===== src/serial_tx_pkg.sv =====
// Purpose: Shared constants and types for the serial transmit mode control block
// Assumes: Byte addresses on the register port, 32-bit data
// Notes:   Register offsets and fields are named here only
package serial_tx_pkg;

    // ************************************************************
    // Register offsets
    // ************************************************************
    localparam logic [7:0] OFS_MODE_CTRL_ZERO = 8'h00;
    localparam logic [7:0] OFS_MODE_CTRL_ONE  = 8'h04;
    localparam logic [7:0] OFS_MODE_CTRL_TWO  = 8'h08;
    localparam logic [7:0] OFS_TX_DATA        = 8'h0C;

    // ************************************************************
    // Field positions and reset values
    // ************************************************************
    localparam int IDLE_RUN_BIT     = 7;
    localparam int DUPLEX_HI        = 6;
    localparam int DUPLEX_LO        = 5;
    localparam int TX_ENABLE_BIT    = 4;
    localparam int GAP_HI           = 3;
    localparam int GAP_LO           = 1;
    localparam int RSVD_BIT         = 0;
    localparam int MODE_HI          = 3;
    localparam int MODE_LO          = 2;
    localparam int SCLK_OUT_BIT     = 0;
    localparam int TBEMP_BIT        = 7;
    localparam int TXRUN_BIT        = 5;
    localparam int TXFULL_BIT       = 0;
    localparam logic [7:0] MODE_ONE_RESET = 8'h00;
    localparam logic [2:0] MODE_ZERO_RESET = 3'h0;

    // ************************************************************
    // Encodings
    // ************************************************************
    localparam logic [1:0] DPX_NONE = 2'h0;
    localparam logic [2:0] GAP_NONE = 3'h0;
    localparam int DATA_W     = 9;
    localparam int FRAME_W    = 12;
    localparam logic [3:0] LEN_SYNC  = 4'h8;
    localparam logic [3:0] LEN_UART7 = 4'h9;
    localparam logic [3:0] LEN_UART8 = 4'hA;
    localparam logic [3:0] LEN_UART9 = 4'hB;

    // ************************************************************
    // Timing
    // ************************************************************
    localparam int CLK_HZ        = 25_000_000;
    localparam int SCLK_HZ       = 1_000_000;
    localparam int BAUD_HZ       = 115_200;
    localparam int SCLK_HALF_CYC = CLK_HZ / (2 * SCLK_HZ);
    localparam int BAUD_CYC      = CLK_HZ / BAUD_HZ;

    typedef enum logic [1:0] {
        MODE_SYNC  = 2'b00,
        MODE_UART7 = 2'b01,
        MODE_UART8 = 2'b10,
        MODE_UART9 = 2'b11
    } xfer_mode_t;

    typedef enum logic [1:0] {
        ST_IDLE  = 2'b00,
        ST_SHIFT = 2'b01,
        ST_GAP   = 2'b10
    } tx_state_t;

    typedef struct packed {
        logic       idle_run_select;
        logic [1:0] duplex_select;
        logic       transmit_enable;
        logic [2:0] word_gap_interval;
        logic       reserved_bit;
    } mode_one_t;

    typedef struct packed {
        xfer_mode_t transfer_mode_select;
        logic       sclk_drive_select;
    } mode_zero_t;

endpackage


===== src/serial_tx_mode_control.sv =====
// Purpose: Mode control and transmit path of one serial channel
// Assumes: Register port on core_clk, serial clock pin sampled by core_clk
// Notes:   Rules follow
//
// Chosen here: strobed register access and the placing of the registers.
`timescale 1ns/10ps
module serial_tx_mode_control #(
    parameter int SCLK_HALF = serial_tx_pkg::SCLK_HALF_CYC,
    parameter int BAUD_DIV  = serial_tx_pkg::BAUD_CYC,
    parameter int FIFO_D    = 16
) (
    input  wire logic        core_clk,
    input  wire logic        sys_rst,
    input  wire logic        ce,
    input  wire logic        idle_mode,
    input  wire logic [7:0]  addr,
    input  wire logic [31:0] wr_data,
    input  wire logic        wr_en,
    input  wire logic        rd_en,
    output logic      [31:0] rd_data,
    input  wire logic        sclk_in,
    output logic             sclk_out,
    output logic             sclk_oe,
    output logic             txd,
    output logic             rx_allow,
    output logic             tx_space
);
    // ************************************************************
    // Registers
    // ************************************************************
    serial_tx_pkg::mode_one_t   mode_one_reg;
    serial_tx_pkg::mode_zero_t  mode_zero_reg;
    serial_tx_pkg::tx_state_t   state_reg;
    logic                       tbemp_reg;
    logic [serial_tx_pkg::FRAME_W-1:0] shift_reg;
    logic [3:0]                 bits_left_reg;
    logic [6:0]                 gap_cnt_reg;
    logic [15:0]                div_reg;
    logic                       phase_reg;
    logic                       sclk_d_reg;
    logic                       sclk_s;
    logic                       active;
    logic                       is_sync;
    logic                       drive_sclk;
    logic                       tx_permit;
    logic                       shift_pulse;
    logic                       end_pulse;
    logic                       div_wrap;
    logic                       word_done;
    logic                       want_gap;
    logic                       fifo_in_ready;
    logic                       fifo_valid;
    logic                       fifo_pop;
    logic [serial_tx_pkg::DATA_W-1:0] fifo_data;
    logic [6:0]                 gap_len;
    logic                       data_wr;

    assign is_sync    = (mode_zero_reg.transfer_mode_select == serial_tx_pkg::MODE_SYNC);
    assign drive_sclk = is_sync && mode_zero_reg.sclk_drive_select;
    assign active     = ce && !(idle_mode && !mode_one_reg.idle_run_select);
    assign tx_permit  = mode_one_reg.transmit_enable &&
                        (!is_sync || mode_one_reg.duplex_select[1]);
    assign data_wr    = ce && wr_en && (addr == serial_tx_pkg::OFS_TX_DATA);
    assign gap_len    = 7'(1) << (mode_one_reg.word_gap_interval - 3'(1));
    assign want_gap   = drive_sclk &&
                        (mode_one_reg.word_gap_interval != serial_tx_pkg::GAP_NONE);

    // ************************************************************
    // Register port
    // ************************************************************
    always_ff @(posedge core_clk or posedge sys_rst) begin
        if (sys_rst) begin
            mode_one_reg <= serial_tx_pkg::MODE_ONE_RESET;
        end else if (ce && wr_en && addr == serial_tx_pkg::OFS_MODE_CTRL_ONE) begin
            mode_one_reg <= wr_data[7:0];
        end
    end

    always_ff @(posedge core_clk or posedge sys_rst) begin
        if (sys_rst) begin
            mode_zero_reg <= serial_tx_pkg::MODE_ZERO_RESET;
        end else if (ce && wr_en && addr == serial_tx_pkg::OFS_MODE_CTRL_ZERO) begin
            mode_zero_reg <= {wr_data[serial_tx_pkg::MODE_HI:serial_tx_pkg::MODE_LO],
                              wr_data[serial_tx_pkg::SCLK_OUT_BIT]};
        end
    end

    always_ff @(posedge core_clk or posedge sys_rst) begin
        if (sys_rst) begin
            rd_data <= '0;
        end else if (ce) begin
            rd_data <= '0;
            if (rd_en) begin
                unique case (addr)
                    serial_tx_pkg::OFS_MODE_CTRL_ZERO: begin
                        rd_data[serial_tx_pkg::MODE_HI:serial_tx_pkg::MODE_LO] <=
                            mode_zero_reg.transfer_mode_select;
                        rd_data[serial_tx_pkg::SCLK_OUT_BIT] <= mode_zero_reg.sclk_drive_select;
                    end
                    serial_tx_pkg::OFS_MODE_CTRL_ONE: begin
                        rd_data[7:0] <= mode_one_reg;
                    end
                    serial_tx_pkg::OFS_MODE_CTRL_TWO: begin
                        rd_data[serial_tx_pkg::TBEMP_BIT]  <= tbemp_reg;
                        rd_data[serial_tx_pkg::TXRUN_BIT]  <= (state_reg != serial_tx_pkg::ST_IDLE);
                        rd_data[serial_tx_pkg::TXFULL_BIT] <= !fifo_in_ready;
                    end
                    default: begin
                        rd_data <= '0;
                    end
                endcase
            end
        end
    end

    // ************************************************************
    // Buffer and status
    // ************************************************************
    word_fifo #(
        .WIDTH (serial_tx_pkg::DATA_W),
        .DEPTH (FIFO_D)
    ) u_fifo (
        .core_clk  (core_clk),
        .sys_rst   (sys_rst),
        .ce        (ce),
        .in_valid  (data_wr),
        .in_ready  (fifo_in_ready),
        .in_data   (wr_data[serial_tx_pkg::DATA_W-1:0]),
        .out_valid (fifo_valid),
        .out_ready (fifo_pop),
        .out_data  (fifo_data)
    );

    always_ff @(posedge core_clk or posedge sys_rst) begin
        if (sys_rst) begin
            tbemp_reg <= 1'b1;
            tx_space  <= 1'b1;
        end else if (ce) begin
            tbemp_reg <= data_wr ? 1'b0 : !fifo_valid;
            tx_space  <= fifo_in_ready;
        end
    end

    always_ff @(posedge core_clk or posedge sys_rst) begin
        if (sys_rst) begin
            rx_allow <= 1'b0;
        end else if (ce) begin
            rx_allow <= is_sync ? mode_one_reg.duplex_select[0] : 1'b1;
        end
    end

    // ************************************************************
    // Bit timing
    // ************************************************************
    bit_sync #(
        .WIDTH (1)
    ) u_sclk_sync (
        .core_clk (core_clk),
        .sys_rst  (sys_rst),
        .ce       (ce),
        .async_in (sclk_in),
        .sync_out (sclk_s)
    );

    assign div_wrap = (div_reg == 16'(is_sync ? SCLK_HALF - 1 : BAUD_DIV - 1));

    always_ff @(posedge core_clk or posedge sys_rst) begin
        if (sys_rst) begin
            div_reg    <= '0;
            phase_reg  <= 1'b1;
            sclk_d_reg <= 1'b1;
        end else if (active) begin
            div_reg    <= div_wrap ? '0 : div_reg + 16'(1);
            sclk_d_reg <= sclk_s;
            if (div_wrap && is_sync) begin
                phase_reg <= !phase_reg;
            end
        end
    end

    always_comb begin
        shift_pulse = 1'b0;
        end_pulse   = 1'b0;
        if (!is_sync) begin
            shift_pulse = div_wrap;
            end_pulse   = div_wrap;
        end else if (drive_sclk) begin
            shift_pulse = div_wrap && phase_reg;
            end_pulse   = div_wrap && !phase_reg;
        end else begin
            shift_pulse = sclk_d_reg && !sclk_s;
            end_pulse   = !sclk_d_reg && sclk_s;
        end
    end

    // ************************************************************
    // Transmit sequencer
    // ************************************************************
    assign word_done = (state_reg == serial_tx_pkg::ST_SHIFT) && bits_left_reg == '0 &&
                       end_pulse;
    assign fifo_pop  = active && tx_permit && fifo_valid && shift_pulse &&
                       (state_reg == serial_tx_pkg::ST_IDLE);

    always_ff @(posedge core_clk or posedge sys_rst) begin
        if (sys_rst) begin
            state_reg     <= serial_tx_pkg::ST_IDLE;
            shift_reg     <= '1;
            bits_left_reg <= '0;
            gap_cnt_reg   <= '0;
        end else if (active) begin
            unique case (state_reg)
                serial_tx_pkg::ST_IDLE: begin
                    if (fifo_pop) begin
                        state_reg <= serial_tx_pkg::ST_SHIFT;
                        unique case (mode_zero_reg.transfer_mode_select)
                            serial_tx_pkg::MODE_SYNC: begin
                                shift_reg     <= {4'hF, fifo_data[7:0]};
                                bits_left_reg <= serial_tx_pkg::LEN_SYNC;
                            end
                            serial_tx_pkg::MODE_UART7: begin
                                shift_reg     <= {4'hF, fifo_data[6:0], 1'b0};
                                bits_left_reg <= serial_tx_pkg::LEN_UART7;
                            end
                            serial_tx_pkg::MODE_UART8: begin
                                shift_reg     <= {3'h7, fifo_data[7:0], 1'b0};
                                bits_left_reg <= serial_tx_pkg::LEN_UART8;
                            end
                            serial_tx_pkg::MODE_UART9: begin
                                shift_reg     <= {2'h3, fifo_data[8:0], 1'b0};
                                bits_left_reg <= serial_tx_pkg::LEN_UART9;
                            end
                        endcase
                    end
                end
                serial_tx_pkg::ST_SHIFT: begin
                    if (shift_pulse && bits_left_reg != '0) begin
                        shift_reg     <= {1'b1, shift_reg[serial_tx_pkg::FRAME_W-1:1]};
                        bits_left_reg <= bits_left_reg - 4'(1);
                    end else if (word_done) begin
                        if (want_gap && fifo_valid && tx_permit) begin
                            state_reg   <= serial_tx_pkg::ST_GAP;
                            gap_cnt_reg <= gap_len;
                        end else begin
                            state_reg <= serial_tx_pkg::ST_IDLE;
                        end
                    end
                end
                serial_tx_pkg::ST_GAP: begin
                    if (end_pulse) begin
                        gap_cnt_reg <= gap_cnt_reg - 7'(1);
                        if (gap_cnt_reg == 7'(1)) begin
                            state_reg <= serial_tx_pkg::ST_IDLE;
                        end
                    end
                end
                default: begin
                    state_reg <= serial_tx_pkg::ST_IDLE;
                end
            endcase
        end
    end

    // ************************************************************
    // Pin drivers
    // ************************************************************
    always_ff @(posedge core_clk or posedge sys_rst) begin
        if (sys_rst) begin
            txd      <= 1'b1;
            sclk_out <= 1'b1;
            sclk_oe  <= 1'b0;
        end else if (active) begin
            sclk_oe <= drive_sclk;
            if (state_reg == serial_tx_pkg::ST_SHIFT && shift_pulse && bits_left_reg != '0) begin
                txd <= shift_reg[0];
            end else if (state_reg == serial_tx_pkg::ST_IDLE) begin
                txd <= 1'b1;
            end
            sclk_out <= (state_reg == serial_tx_pkg::ST_SHIFT) ? !phase_reg : 1'b1;
        end
    end
endmodule


===== src/bit_sync.sv =====
// Purpose: Two-stage synchroniser for inputs from outside the clock domain
// Assumes: Asynchronous input, core clock domain
// Notes:   First stage feeds only the second stage
`timescale 1ns/10ps
module bit_sync #(
    parameter int WIDTH = 1
) (
    input  wire logic             core_clk,
    input  wire logic             sys_rst,
    input  wire logic             ce,
    input  wire logic [WIDTH-1:0] async_in,
    output logic      [WIDTH-1:0] sync_out
);
    logic [WIDTH-1:0] meta_reg;

    always_ff @(posedge core_clk or posedge sys_rst) begin
        if (sys_rst) begin
            meta_reg <= '1;
            sync_out <= '1;
        end else if (ce) begin
            meta_reg <= async_in;
            sync_out <= meta_reg;
        end
    end
endmodule


===== src/word_fifo.sv =====
// Purpose: Transmit word FIFO with valid and ready on both sides
// Assumes: Power-of-two depth
// Notes:   Writes while full are refused through in_ready
`timescale 1ns/10ps
module word_fifo #(
    parameter int WIDTH = 9,
    parameter int DEPTH = 16
) (
    input  wire logic             core_clk,
    input  wire logic             sys_rst,
    input  wire logic             ce,
    input  wire logic             in_valid,
    output logic                  in_ready,
    input  wire logic [WIDTH-1:0] in_data,
    output logic                  out_valid,
    input  wire logic             out_ready,
    output logic      [WIDTH-1:0] out_data
);
    localparam int AW = $clog2(DEPTH);

    logic [WIDTH-1:0] mem [DEPTH];
    logic [AW-1:0]    wr_ptr_reg;
    logic [AW-1:0]    rd_ptr_reg;
    logic [AW:0]      count_reg;
    logic             push;
    logic             pop;

    assign in_ready  = (count_reg != (AW+1)'(DEPTH));
    assign out_valid = (count_reg != '0);
    assign out_data  = mem[rd_ptr_reg];
    assign push      = ce && in_valid && in_ready;
    assign pop       = ce && out_valid && out_ready;

    always_ff @(posedge core_clk) begin
        if (push) begin
            mem[wr_ptr_reg] <= in_data;
        end
    end

    always_ff @(posedge core_clk or posedge sys_rst) begin
        if (sys_rst) begin
            wr_ptr_reg <= '0;
            rd_ptr_reg <= '0;
            count_reg  <= '0;
        end else begin
            if (push) begin
                wr_ptr_reg <= wr_ptr_reg + 1'b1;
            end
            if (pop) begin
                rd_ptr_reg <= rd_ptr_reg + 1'b1;
            end
            if (push && !pop) begin
                count_reg <= count_reg + 1'b1;
            end else if (pop && !push) begin
                count_reg <= count_reg - 1'b1;
            end
        end
    end
endmodule


===== config.mk =====
export PLATFORM = sky130hd
export DESIGN_NAME = serial_tx_mode_control
export DESIGN_NICKNAME = d
export VERILOG_FILES = /design/src/serial_tx_pkg.sv /design/src/serial_tx_mode_control.sv /design/src/bit_sync.sv /design/src/word_fifo.sv
export SDC_FILE = /design/constraint.sdc
export NUM_CORES = 1
export LEC_CHECK = 0
export ABC_AREA = 1
export BUFFER_PORTS_ARGS = -buffer_cell sky130_fd_sc_hd__buf_2
export CAP_MARGIN = 20
export CORE_ASPECT_RATIO = 1.25
export CORE_MARGIN = 2
export CORE_UTILIZATION = 47
export CTS_CLUSTER_DIAMETER = 30
export DETAILED_ROUTE_END_ITERATION = 8
export PLACE_DENSITY = 0.65
export SKIP_LAST_GASP = 1
export SLEW_MARGIN = 10
export SYNTH_ARGS = -nofsm -noshare
export SYNTH_HDL_FRONTEND = slang
export SYNTH_SLANG_ARGS = --single-unit

===== constraint.sdc =====
create_clock -name core_clk -period 3.45 [get_ports core_clk]
set_input_delay 0.5175 -clock core_clk [delete_from_list [all_inputs] [get_ports core_clk]]
set_output_delay 0.5175 -clock core_clk [all_outputs]
set_load 0.005 [all_outputs]

-- Word level (Yosys, flattened, before mapping)
Memories as Yosys holds them, arrays and structs flattened.
Cells that the tools add are included.
- $add $sub $neg: 8
- $mul: 0
- divide/modulo/power cells: 0
- magnitude comparators: 0
- eq/ne operators: 18
- shift operators: 1
- muxes and demuxes: 43
- bitwise operators: 0
- reduce and logical (&&, ||, !) cells: 59
- operators with widths (operator ; count):
    $pmux W12 S4 ; 1
    $logic_and A1 B1 Y1 ; 31
    $mux W7 ; 4
    $mux W12 ; 2
    $pmux W12 S2 ; 1
    $add A16 B1 Y16 const B ; 1
    $eq A16 B8 Y1 ; 1
    $eq A8 B4 Y1 const B ; 2
    $mux W16 ; 1
    $mux W8 ; 2
    $pmux W4 S4 ; 1
    $mux W1 ; 14
    $pmux W7 S2 ; 1
    $mux W2 ; 6
    $ne A2 B2 Y1 const B ; 6
    $reduce_and A6 Y1 ; 2
    $logic_not A1 Y1 ; 10
    $mux W5 ; 2
    $reduce_bool A2 Y1 ; 5
    $add A4 B1 Y4 const B ; 2
    $eq A8 B3 Y1 const B ; 1
    $logic_not A8 Y1 ; 1
    $mux W4 ; 2
    $pmux W4 S2 ; 1
    other kinds (23) ; 29
- register bits: 107
- latch bits: 0
- RAM bits: 144
- ROM bits: 0
- input port bits: 47
- memories kept: 1
- memory list (memory ; words ; width ; rd ports ; clocked after memory_dff ; wr ports ; RTL line ; RTL):
    u_fifo.mem ; 16 ; 9 ; 1 ; 0 ; 1 ; word_fifo.sv:21 ; logic [WIDTH-1:0] mem [DEPTH];

-- Longest topological paths before layout
Gate-level depths: netlist of the first run.
- depth after elaboration: 12
- mapped depth: 20

-- Hierarchy
A second synthesis of the first run with hierarchy kept.
- cells, all modules: 1198
- area, all modules: 11189.5 um2
- modules (own cells, without submodules) (module ; instances ; cells an instance ; area each (um2) ; sequential area each (um2)):
    word_fifo ; 1 ; 701 ; 7136.8 ; 4649.5
    serial_tx_mode_control ; 1 ; 487 ; 3970.1 ; 1671.6
    bit_sync ; 1 ; 10 ; 82.6 ; 52.6

-- Worst setup path after synthesis of the first run
No wires, ideal clock.
- path kind: flip-flop to flip-flop
- start: reg div_reg[12]
- end: reg u_fifo.count_reg[4]
- arrival: 2501 ps
- required time: 3325 ps
- setup slack: 824 ps
- stages on the path, launching flop included: 21
- buffers on the path: 0
- period minus slack after synthesis: 2626 ps
- path through: dfrtp_1 > inv_2 > nand2_1 > nor2_1 > nand2_1 > nor2_4 > nand2_2 > a21oi_4 > nand3_4 > inv_1 > nand3b_1 > ha_1 > inv_1 > ha_1 > nand2_1 > nor2_1 > a211oi_1 > nand2_1 > nand2_1 > nor2_1 > xor2_1
- word-level cells in the longest chain between the ends: 10
- elaborated cells between the ends (all ways): 12
- RTL lines (item ; RTL line ; RTL):
    start: declaration ; serial_tx_mode_control.sv:38 ; logic [15:0] div_reg;
    start signal: assignment ; serial_tx_mode_control.sv:173 ; div_reg <= div_wrap ? '0 : div_reg + 16'(1);
    $eq A16 B8 Y1 * ; serial_tx_mode_control.sv:165 ; assign div_wrap = (div_reg == 16'(is_sync ? SCLK_HALF - 1 : BAUD_DIV - 1));
    $logic_and A1 B1 Y1 ; serial_tx_mode_control.sv:188 ; shift_pulse = div_wrap && phase_reg;
    $mux W1 ; serial_tx_mode_control.sv:187 ; end else if (drive_sclk) begin
    $mux W1 * ; serial_tx_mode_control.sv:184 ; if (!is_sync) begin
    $logic_and A1 B1 Y1 * (2 in a row) ; serial_tx_mode_control.sv:201 ; assign fifo_pop = active && tx_permit && fifo_valid && shift_pulse &&
    $logic_and A1 B1 Y1 * ; word_fifo.sv:32 ; assign pop = ce && out_valid && out_ready;
    $logic_not A1 Y1 ; word_fifo.sv:52 ; if (push && !pop) begin
    $logic_and A1 B1 Y1 ; word_fifo.sv:52 ;
    $mux W5 / $reduce_bool A2 Y1 (equally long branches) ; - ;
    end signal: assignment ; word_fifo.sv:53 ; count_reg <= count_reg + 1'b1;
    end signal: assignment ; word_fifo.sv:55 ; count_reg <= count_reg - 1'b1;
    end: declaration ; word_fifo.sv:24 ; logic [AW:0] count_reg;
Every way passes the cells marked *; elsewhere a longest branch is shown, timed or not.
A chain may end at the register's enable or synchronous reset.

-- Worst setup path after layout of the first run
- start: reg mode_zero_reg[1] in the netlist's numbering
- end: reg u_fifo.count_reg[4]
- word-level cells in the longest chain between the ends: 12
- elaborated cells between the ends (all ways): 20
- RTL lines (item ; RTL line ; RTL):
    start: declaration ; serial_tx_mode_control.sv:32 ; serial_tx_pkg::mode_zero_t mode_zero_reg;
    start signal: assignment ; serial_tx_mode_control.sv:81 ; mode_zero_reg <= serial_tx_pkg::MODE_ZERO_RESET;
    start signal: assignment ; serial_tx_mode_control.sv:83 ; mode_zero_reg <= {wr_data[serial_tx_pkg::MODE_HI:serial_tx_pkg::MODE_LO],
    $logic_not A2 Y1 * ; serial_tx_mode_control.sv:58 ; assign is_sync = (mode_zero_reg.transfer_mode_select == serial_tx_pkg::MODE_SYNC);
    $mux W8 / $logic_not A1 Y1 (equally long branches) ; - ;
    $eq A16 B8 Y1 / $logic_or A1 B1 Y1 (equally long branches) ; serial_tx_mode_control.sv:165, serial_tx_mode_control.sv:62 ;
    $logic_and A1 B1 Y1, on equally long branches ; serial_tx_mode_control.sv:188, serial_tx_mode_control.sv:61 ;
    $mux W1 / $logic_and A1 B1 Y1 (equally long branches) ; serial_tx_mode_control.sv:187, serial_tx_mode_control.sv:201 ;
    $mux W1 / $logic_and A1 B1 Y1 (equally long branches) ; serial_tx_mode_control.sv:184, serial_tx_mode_control.sv:201 ;
    $logic_and A1 B1 Y1 * (2 in a row) ; serial_tx_mode_control.sv:201 ;
    $logic_and A1 B1 Y1 * ; word_fifo.sv:32 ;
    $logic_not A1 Y1 ; word_fifo.sv:52 ;
    $logic_and A1 B1 Y1 ; word_fifo.sv:52 ;
    $mux W5 / $reduce_bool A2 Y1 (equally long branches) ; - ;
Marked as above.

==> flow_summary.toml, run 1 <==
[final_layout]
n_antenna_cell = 0
drive_gt1_frac = 0.147
areaGrowthSynthToFinish_pct = 17.2
fillCellCount = 1937
nets = 1219
largest_register_ffs = 144
finalInstanceArea_mm2 = 0.0124

[placement]
postPlaceCellArea_mm2 = 0.0110
dpl.hpwl_mm = 15.4
place_congestion = 0.880
numPortBuffers = 36

[yosys]
synth.top_cell.area_share = 0.409
ys_types = 46
syn_area_mm2 = 0.0106
yosysTopAreaCell = "edfxtp_1"
ys_top_cells_by_area = "edfxtp_1 (41%), dfrtp_1 (15%), nand2_1 (9.3%)"
ys_warn_count = 0
synth_edf_count = 144
synth_commonest_cells = "nand2_1 (263), nor2_1 (147), edfxtp_1 (144)"
yosysMostFrequentCell = "nand2_1"
yosysSeqAreaShare = 0.603
ys_seq_elements = 225
postSynthAreaPerCell_um2 = 9.65
syn_inst = 1096
ys_async_sr_fraction = 0.360
dominantRegCellSynth = "edfxtp_1"

[timing]
maxSlewHeadroom = 0.422
finalHoldViolations = 0
timing.final.crit_share = 0.884
min_period_ns = 3.05
rsz0062_at_grt = "no"
max_freq_mhz = 328
tightest_slew_ns = 0.866
skew_ns = 0.0143
drv_slew = 0
finalSetupViolations = 0
tns_ns = 0

[critical_path]
worst_r2r_endpoint = "u_fifo.count_reg[4]"
r2r_setup_slack_ns = 0.40
path_class = "register to register"
critical_path.startpoint = "mode_zero_reg[1]"
critPathLaunchType = "register"
r2r_cells = 18
r2r_start = "mode_zero_reg[1]"
arrival_ns = 3.45
cp_max_fo = 7
cp-end-kind = "register"
required_ns = 3.85

[hold_path]
hold_path_class = "input port to async pin"

[clock_network]
numCtsBuffers = 41
cts_resized = 0
clock_path_buffers = 3
h-tree-depth = 2
clk_pin_slew_ns = 0.05
cts.sinks = 225
post_cts_buffers = 0
clock-root-buffer = "clkbuf_16"
ctsHoldBuffers = 0
clk_latency_ns = 0.52
cts_tree = "built"

[die]
initial_core_util = 0.476
rows = 61
ios = 84
core-area_mm2 = 0.0222
die_w_um = 138
dieArea_mm2 = 0.0237
fp.dieH_um = 172

[status]
status = "finished, final reports clean"

[grt]
gr-total-overflow = 0
grt_max_degree = 78
grt_usage = 0.207
grt_pass1_wl_mm = 38.9
antenna_found_initial = 0
grt_pass1_vias = 7521

[job]
maxCapViolCount = 0

[routing]
num_vias = 7621
via_per_inst = 5.18
ant_nets = 0
routedWlPerCell_um = 16.4
drt_drc_violations_left = 0
totalWireLength_mm = 24.1
drt_pass1_iterations = 4
drt_iter0_drc = 490

[power_and_ir_drop]
ir_drop_mv = 0.420
power_density_mw_per_mm2 = 771
leakage_nw = 5.18
==> per-layer routing <==
| metal | share of wire | vias up | global-route usage | wire (um) |
|---|---|---|---|---|
| met3 | 0.047 | 62 | 0.0387 | 1120 |
| met5 | 0 | - | 0 | 0 |
| li1 | - | 3756 | - | - |
| met4 | 0.036 | 0 | 0.0936 | 875 |
| met2 | 0.49 | 199 | 0.363 | 11800 |
| met1 | 0.43 | 3604 | 0.251 | 10300 |
==> cell families (layout without fill, tap and decap cells) <==
| group | after synthesis | in the layout | share of synthesized area |
|---|---|---|---|
| and+or+nand+nor | 531 | 531 | 0.216 |
| DFF | 225 | 225 | 0.603 |
| buffers and inverters | 163 | 231 | 0.0702 |
| AOI/OAI and AO/OA | 141 | 141 | 0.0754 |
| xor gates and xnor gates | 19 | 19 | 0.0157 |
| adders and majority gates | 16 | 16 | 0.0196 |
| other | 1 | 24 | 0.000355 |
==> area by class of cell <==
type / count / area [um^2] / share of cell area
multi-input combinational: 731 / 3550 / 0.287
clock inverter: 22 / 294 / 0.0237
clock buffer: 52 / 1090 / 0.0877
sequential: 225 / 6370 / 0.514
tap: 283 / 354 / 0.0286
inverter: 100 / 379 / 0.0306
timing repair buffer: 57 / 350 / 0.0283
==> per-stage QoR <==
step           setup WS, ns  instances   util  total power, mW  hold WS [ns]
2_1_floorplan         0.824       1119      -             4.96         0.442
3_3_place_gp          0.350       1396  0.496             5.57         0.458
3_5_place_dp          0.352       1396  0.496             5.62         0.461
4_1_cts               0.420       1470  0.558             9.64         0.170
5_1_grt               0.255       1470  0.558             10.1         0.217
6_report              0.400       1470  0.558             9.56         0.153
==> placed cells by master, fill, tap and decap left out, types with 7 or more instances in the layout <==
cell type	netlist	routed
a21oi_1	39	39
buf_2	15	36
buf_4	27	20
clkbuf_1	19	9
clkbuf_16	0	41
conb_1	1	24
dfrtp_1	63	62
dfstp_2	18	18
edfxtp_1	144	144
ha_1	15	15
inv_1	83	82
inv_2	14	14
nand2_1	263	263
nand3_1	59	59
nand4_1	30	30
nor2_1	147	147
nor3_1	10	10
o211ai_1	11	11
o21ai_0	52	52
o21ai_1	14	14
o22ai_1	7	7
xor2_1	16	16
==> where the power goes <==
group / leakage (nW) / switching (mW) / total (mW) / internal [mW]
logic: 2.28 / 1.57 / 2.27 / 0.709
registers: 2.22 / 0.182 / 3.30 / 3.11
clock network: 0.668 / 1.32 / 3.99 / 2.67
total: 5.18 / 3.06 / 9.56 / 6.50
==> worst max path at each step <==
stage	to	slack, ns	cells after the start
after floorplan	u_fifo.count_reg[4]	0.82	20
after global placement	u_fifo.count_reg[4]	0.35	16
after detailed placement	u_fifo.count_reg[4]	0.35	16
after CTS	u_fifo.count_reg[4]	0.42	18
after global routing	u_fifo.count_reg[4]	0.26	19
final	u_fifo.count_reg[4]	0.40	18
==> critical path: stages (launching register included) <==
cell and delay, ns:
dfrtp_1 0.43, nor2_4 0.31, inv_4 0.13, nand2_2 0.12
nand3_2 0.15, nand2_4 0.13, nand3_4 0.11, inv_1 0.13
nand3b_1 0.09, ha_1 0.26, inv_1 0.14, ha_1 0.28
nand2_1 0.08, nor2_1 0.04, a211oi_1 0.22, nand2_1 0.08
nand2_1 0.06, nor2_1 0.04, xor2_1 0.13
(Power assumes the default switching activity.)
==> run 2: changes to the inputs <==
--- a/config.mk
+++ b/config.mk
@@ -13,7 +13,7 @@
 export CORE_UTILIZATION = 47
 export CTS_CLUSTER_DIAMETER = 30
 export DETAILED_ROUTE_END_ITERATION = 8
-export PLACE_DENSITY = 0.65
+export RECOVER_POWER = 50
 export SKIP_LAST_GASP = 1
 export SLEW_MARGIN = 10
 export SYNTH_ARGS = -nofsm -noshare
==> run 2 against run 1 <==
Compared with the run above:
- the flow now finishes with violations (capacitance limit, slew limit)
- global-route usage is 0.23 points higher
- clock power fell by 1%
- sequential power about the same
- non-clock buffer count grew 4
- core utilization about the same
- largest power group unchanged
- critical endpoint unchanged
- combinational power hardly changed
- register-to-register slack about the same
- worst setup slack better by 0.00082 ns
- via count is 0.55% lower
==> flow_summary.toml, run 2 (synthesized netlist as in run 1, its figures left out) <==
[placement]
place_congestion = 0.875
numPortBuffers = 36
dpl.hpwl_mm = 16.0

[routing]
drt_pass1_iterations = 4
via_per_inst = 5.14
drt_iter0_drc = 564
ant_nets = 0
drt_drc_violations_left = 0
routedWlPerCell_um = 16.5
totalWireLength_mm = 24.3
num_vias = 7579

[clock_network]
h-tree-depth = 2
cts_resized = 0
clock_path_buffers = 3
clk_pin_slew_ns = 0.05
cts.sinks = 225
ctsHoldBuffers = 0
cts_tree = "built"
clock-root-buffer = "clkbuf_16"
numCtsBuffers = 41
post_cts_buffers = 0
clk_latency_ns = 0.51

[timing]
timing.final.crit_share = 0.884
drv_slew = 38
max_freq_mhz = 328
rsz0062_at_grt = "no"
min_period_ns = 3.05
tns_ns = 0
finalSetupViolations = 0
tightest_slew_ns = 1.66
maxSlewHeadroom = -0.112
skew_ns = 0.0160
finalHoldViolations = 0

[power_and_ir_drop]
leakage_nw = 5.14
swShare = 0.323
seqPwrFrac = 0.347
intPower_mw = 6.42
power_switching_mw = 3.07
power_density_mw_per_mm2 = 766
combPwrFrac = 0.238
pwr-share-clk = 0.415
ir_drop_mv = 0.518

[critical_path]
slowest_stage = "dfrtp_1"
cpPeakStageDelay_ns = 0.42
required_ns = 3.84
crit_path_cell_trace = "nor2_4 -> inv_4 -> nand2_2 -> nand3_2 -> nand2_4 -> nand3_4 -> inv_1 -> nand3b_1 -> ha_1 -> inv_1 -> ha_1 -> nand2_1 -> nor2_1 -> a211oi_1 -> nand2_1 -> nand2_1 -> nor2_1 -> xor2_1"
critPathTopFamily = "simple AND/OR/NAND/NOR gates"
cp_max_fo = 7
critPathLaunchType = "register"
arrival_ns = 3.44
cp-end-kind = "register"
worst-path-buf-inv = 3
crit_top_cell = "nand2_1"
path_class = "register to register"

[die]
core-area_mm2 = 0.0222
ios = 84
fp.dieH_um = 172
rows = 61
dieArea_mm2 = 0.0237
initial_core_util = 0.476
die_w_um = 138

[grt]
grt_pass1_wl_mm = 39.3
antenna_found_initial = 0
gr-total-overflow = 0
grt_pass1_vias = 7400
grt_max_degree = 78
grt_usage = 0.210

[hold_path]
hold_path_class = "input port to register"

[final_layout]
multi_input_area_mm2 = 0.00355
areaGrowthSynthToFinish_pct = 17.1
n_antenna_cell = 0
drive_gt1_frac = 0.145
final_cell_mix = "nand2_1 (263), nor2_1 (147), edfxtp_1 (144), inv_1 (82), dfrtp_1 (62)"
final_util = 0.558
layout_commonest_cell = "nand2_1"
largest_register_ffs = 144
nets = 1223
seq_area_mm2 = 0.00637
fillCellCount = 1969

[status]
status = "complete, but fails checks"
violations = "capacitance limit, slew limit"

[job]
maxCapViolCount = 1
-- run 2: changes by cell type in the layout (fill, tap and decap cells not counted), moves of 2 or more --
cell	previous run	this run
clkinv_1	6	4
clkbuf_1	9	16
clkinv_4	2	5
clkinvlp_4	2	7
buf_4	20	23
buf_2	36	27
clkinv_8	2	0
-- run 2: final cells by class --
type,instances,area share
Multi-Input combinational cell,731,0.287
Clock inverter,27,0.0243
Tap cell,283,0.0286
Clock buffer,48,0.0866
Timing Repair Buffer,61,0.0282
Sequential cell,225,0.515
Inverter,100,0.0306
-- run 2: stage by stage --
step	setup slack, ns	hold WS (ns)	total power [mW]	instance area (um^2)	instances
final	0.401	0.224	9.49	12400	1475
after global routing	0.112	0.220	10.0	12400	1475
after CTS	0.368	0.0896	9.60	12400	1475
after detailed placement	0.388	0.462	5.62	11000	1400
after global placement	0.384	0.455	5.60	11000	1400
after floorplan	0.824	0.442	4.96	10700	1119
-- run 2: worst paths after layout --
check,from,end,slack [ns],cells past startpoint
max,mode_zero_reg[1],u_fifo.count_reg[4],0.40,18
min,sclk_in,u_sclk_sync.meta_reg,0.22,3
max reg2reg,mode_zero_reg[1],u_fifo.count_reg[4],0.40,18
min reg2reg,shift_reg[4],shift_reg[4],0.47,2
max in group asynchronous,sys_rst,div_reg[5],1.26,3
min in group asynchronous,sys_rst,u_fifo.count_reg[2],0.41,2
-- run 2: power by group through the flow --
stage               Clock, mW  Combinational (mW)  Sequential (mW)
floorplan                   0                1.69             3.27
global placement            0                2.26             3.33
detailed placement          0                2.29             3.33
CTS                      4.01                2.30             3.29
global route             4.14                2.58             3.32
finish                   3.94                2.26             3.29
-- run 2: routing by layer --
layer	wire (um)	vias to the layer above	part of all wire	track usage
met3	990	36	0.041	0.0345
met1	10400	3597	0.43	0.264
li1	-	3774	-	-
met4	557	0	0.023	0.0683
met5	0	-	0	0
met2	12300	172	0.51	0.371
-- run 2: worst reg2reg max path, delay by kind of cell, from the launching register on --
kind                     cells  cell delay [ns]
buffers and inverters        3             0.35
AO/OA/AOI/OAI                1             0.24
AND/OR/NAND/NOR             11             1.25
XOR/XNOR                     1             0.13
adder cells (fa/ha/maj)      2             0.54
flip-flops                   1             0.42
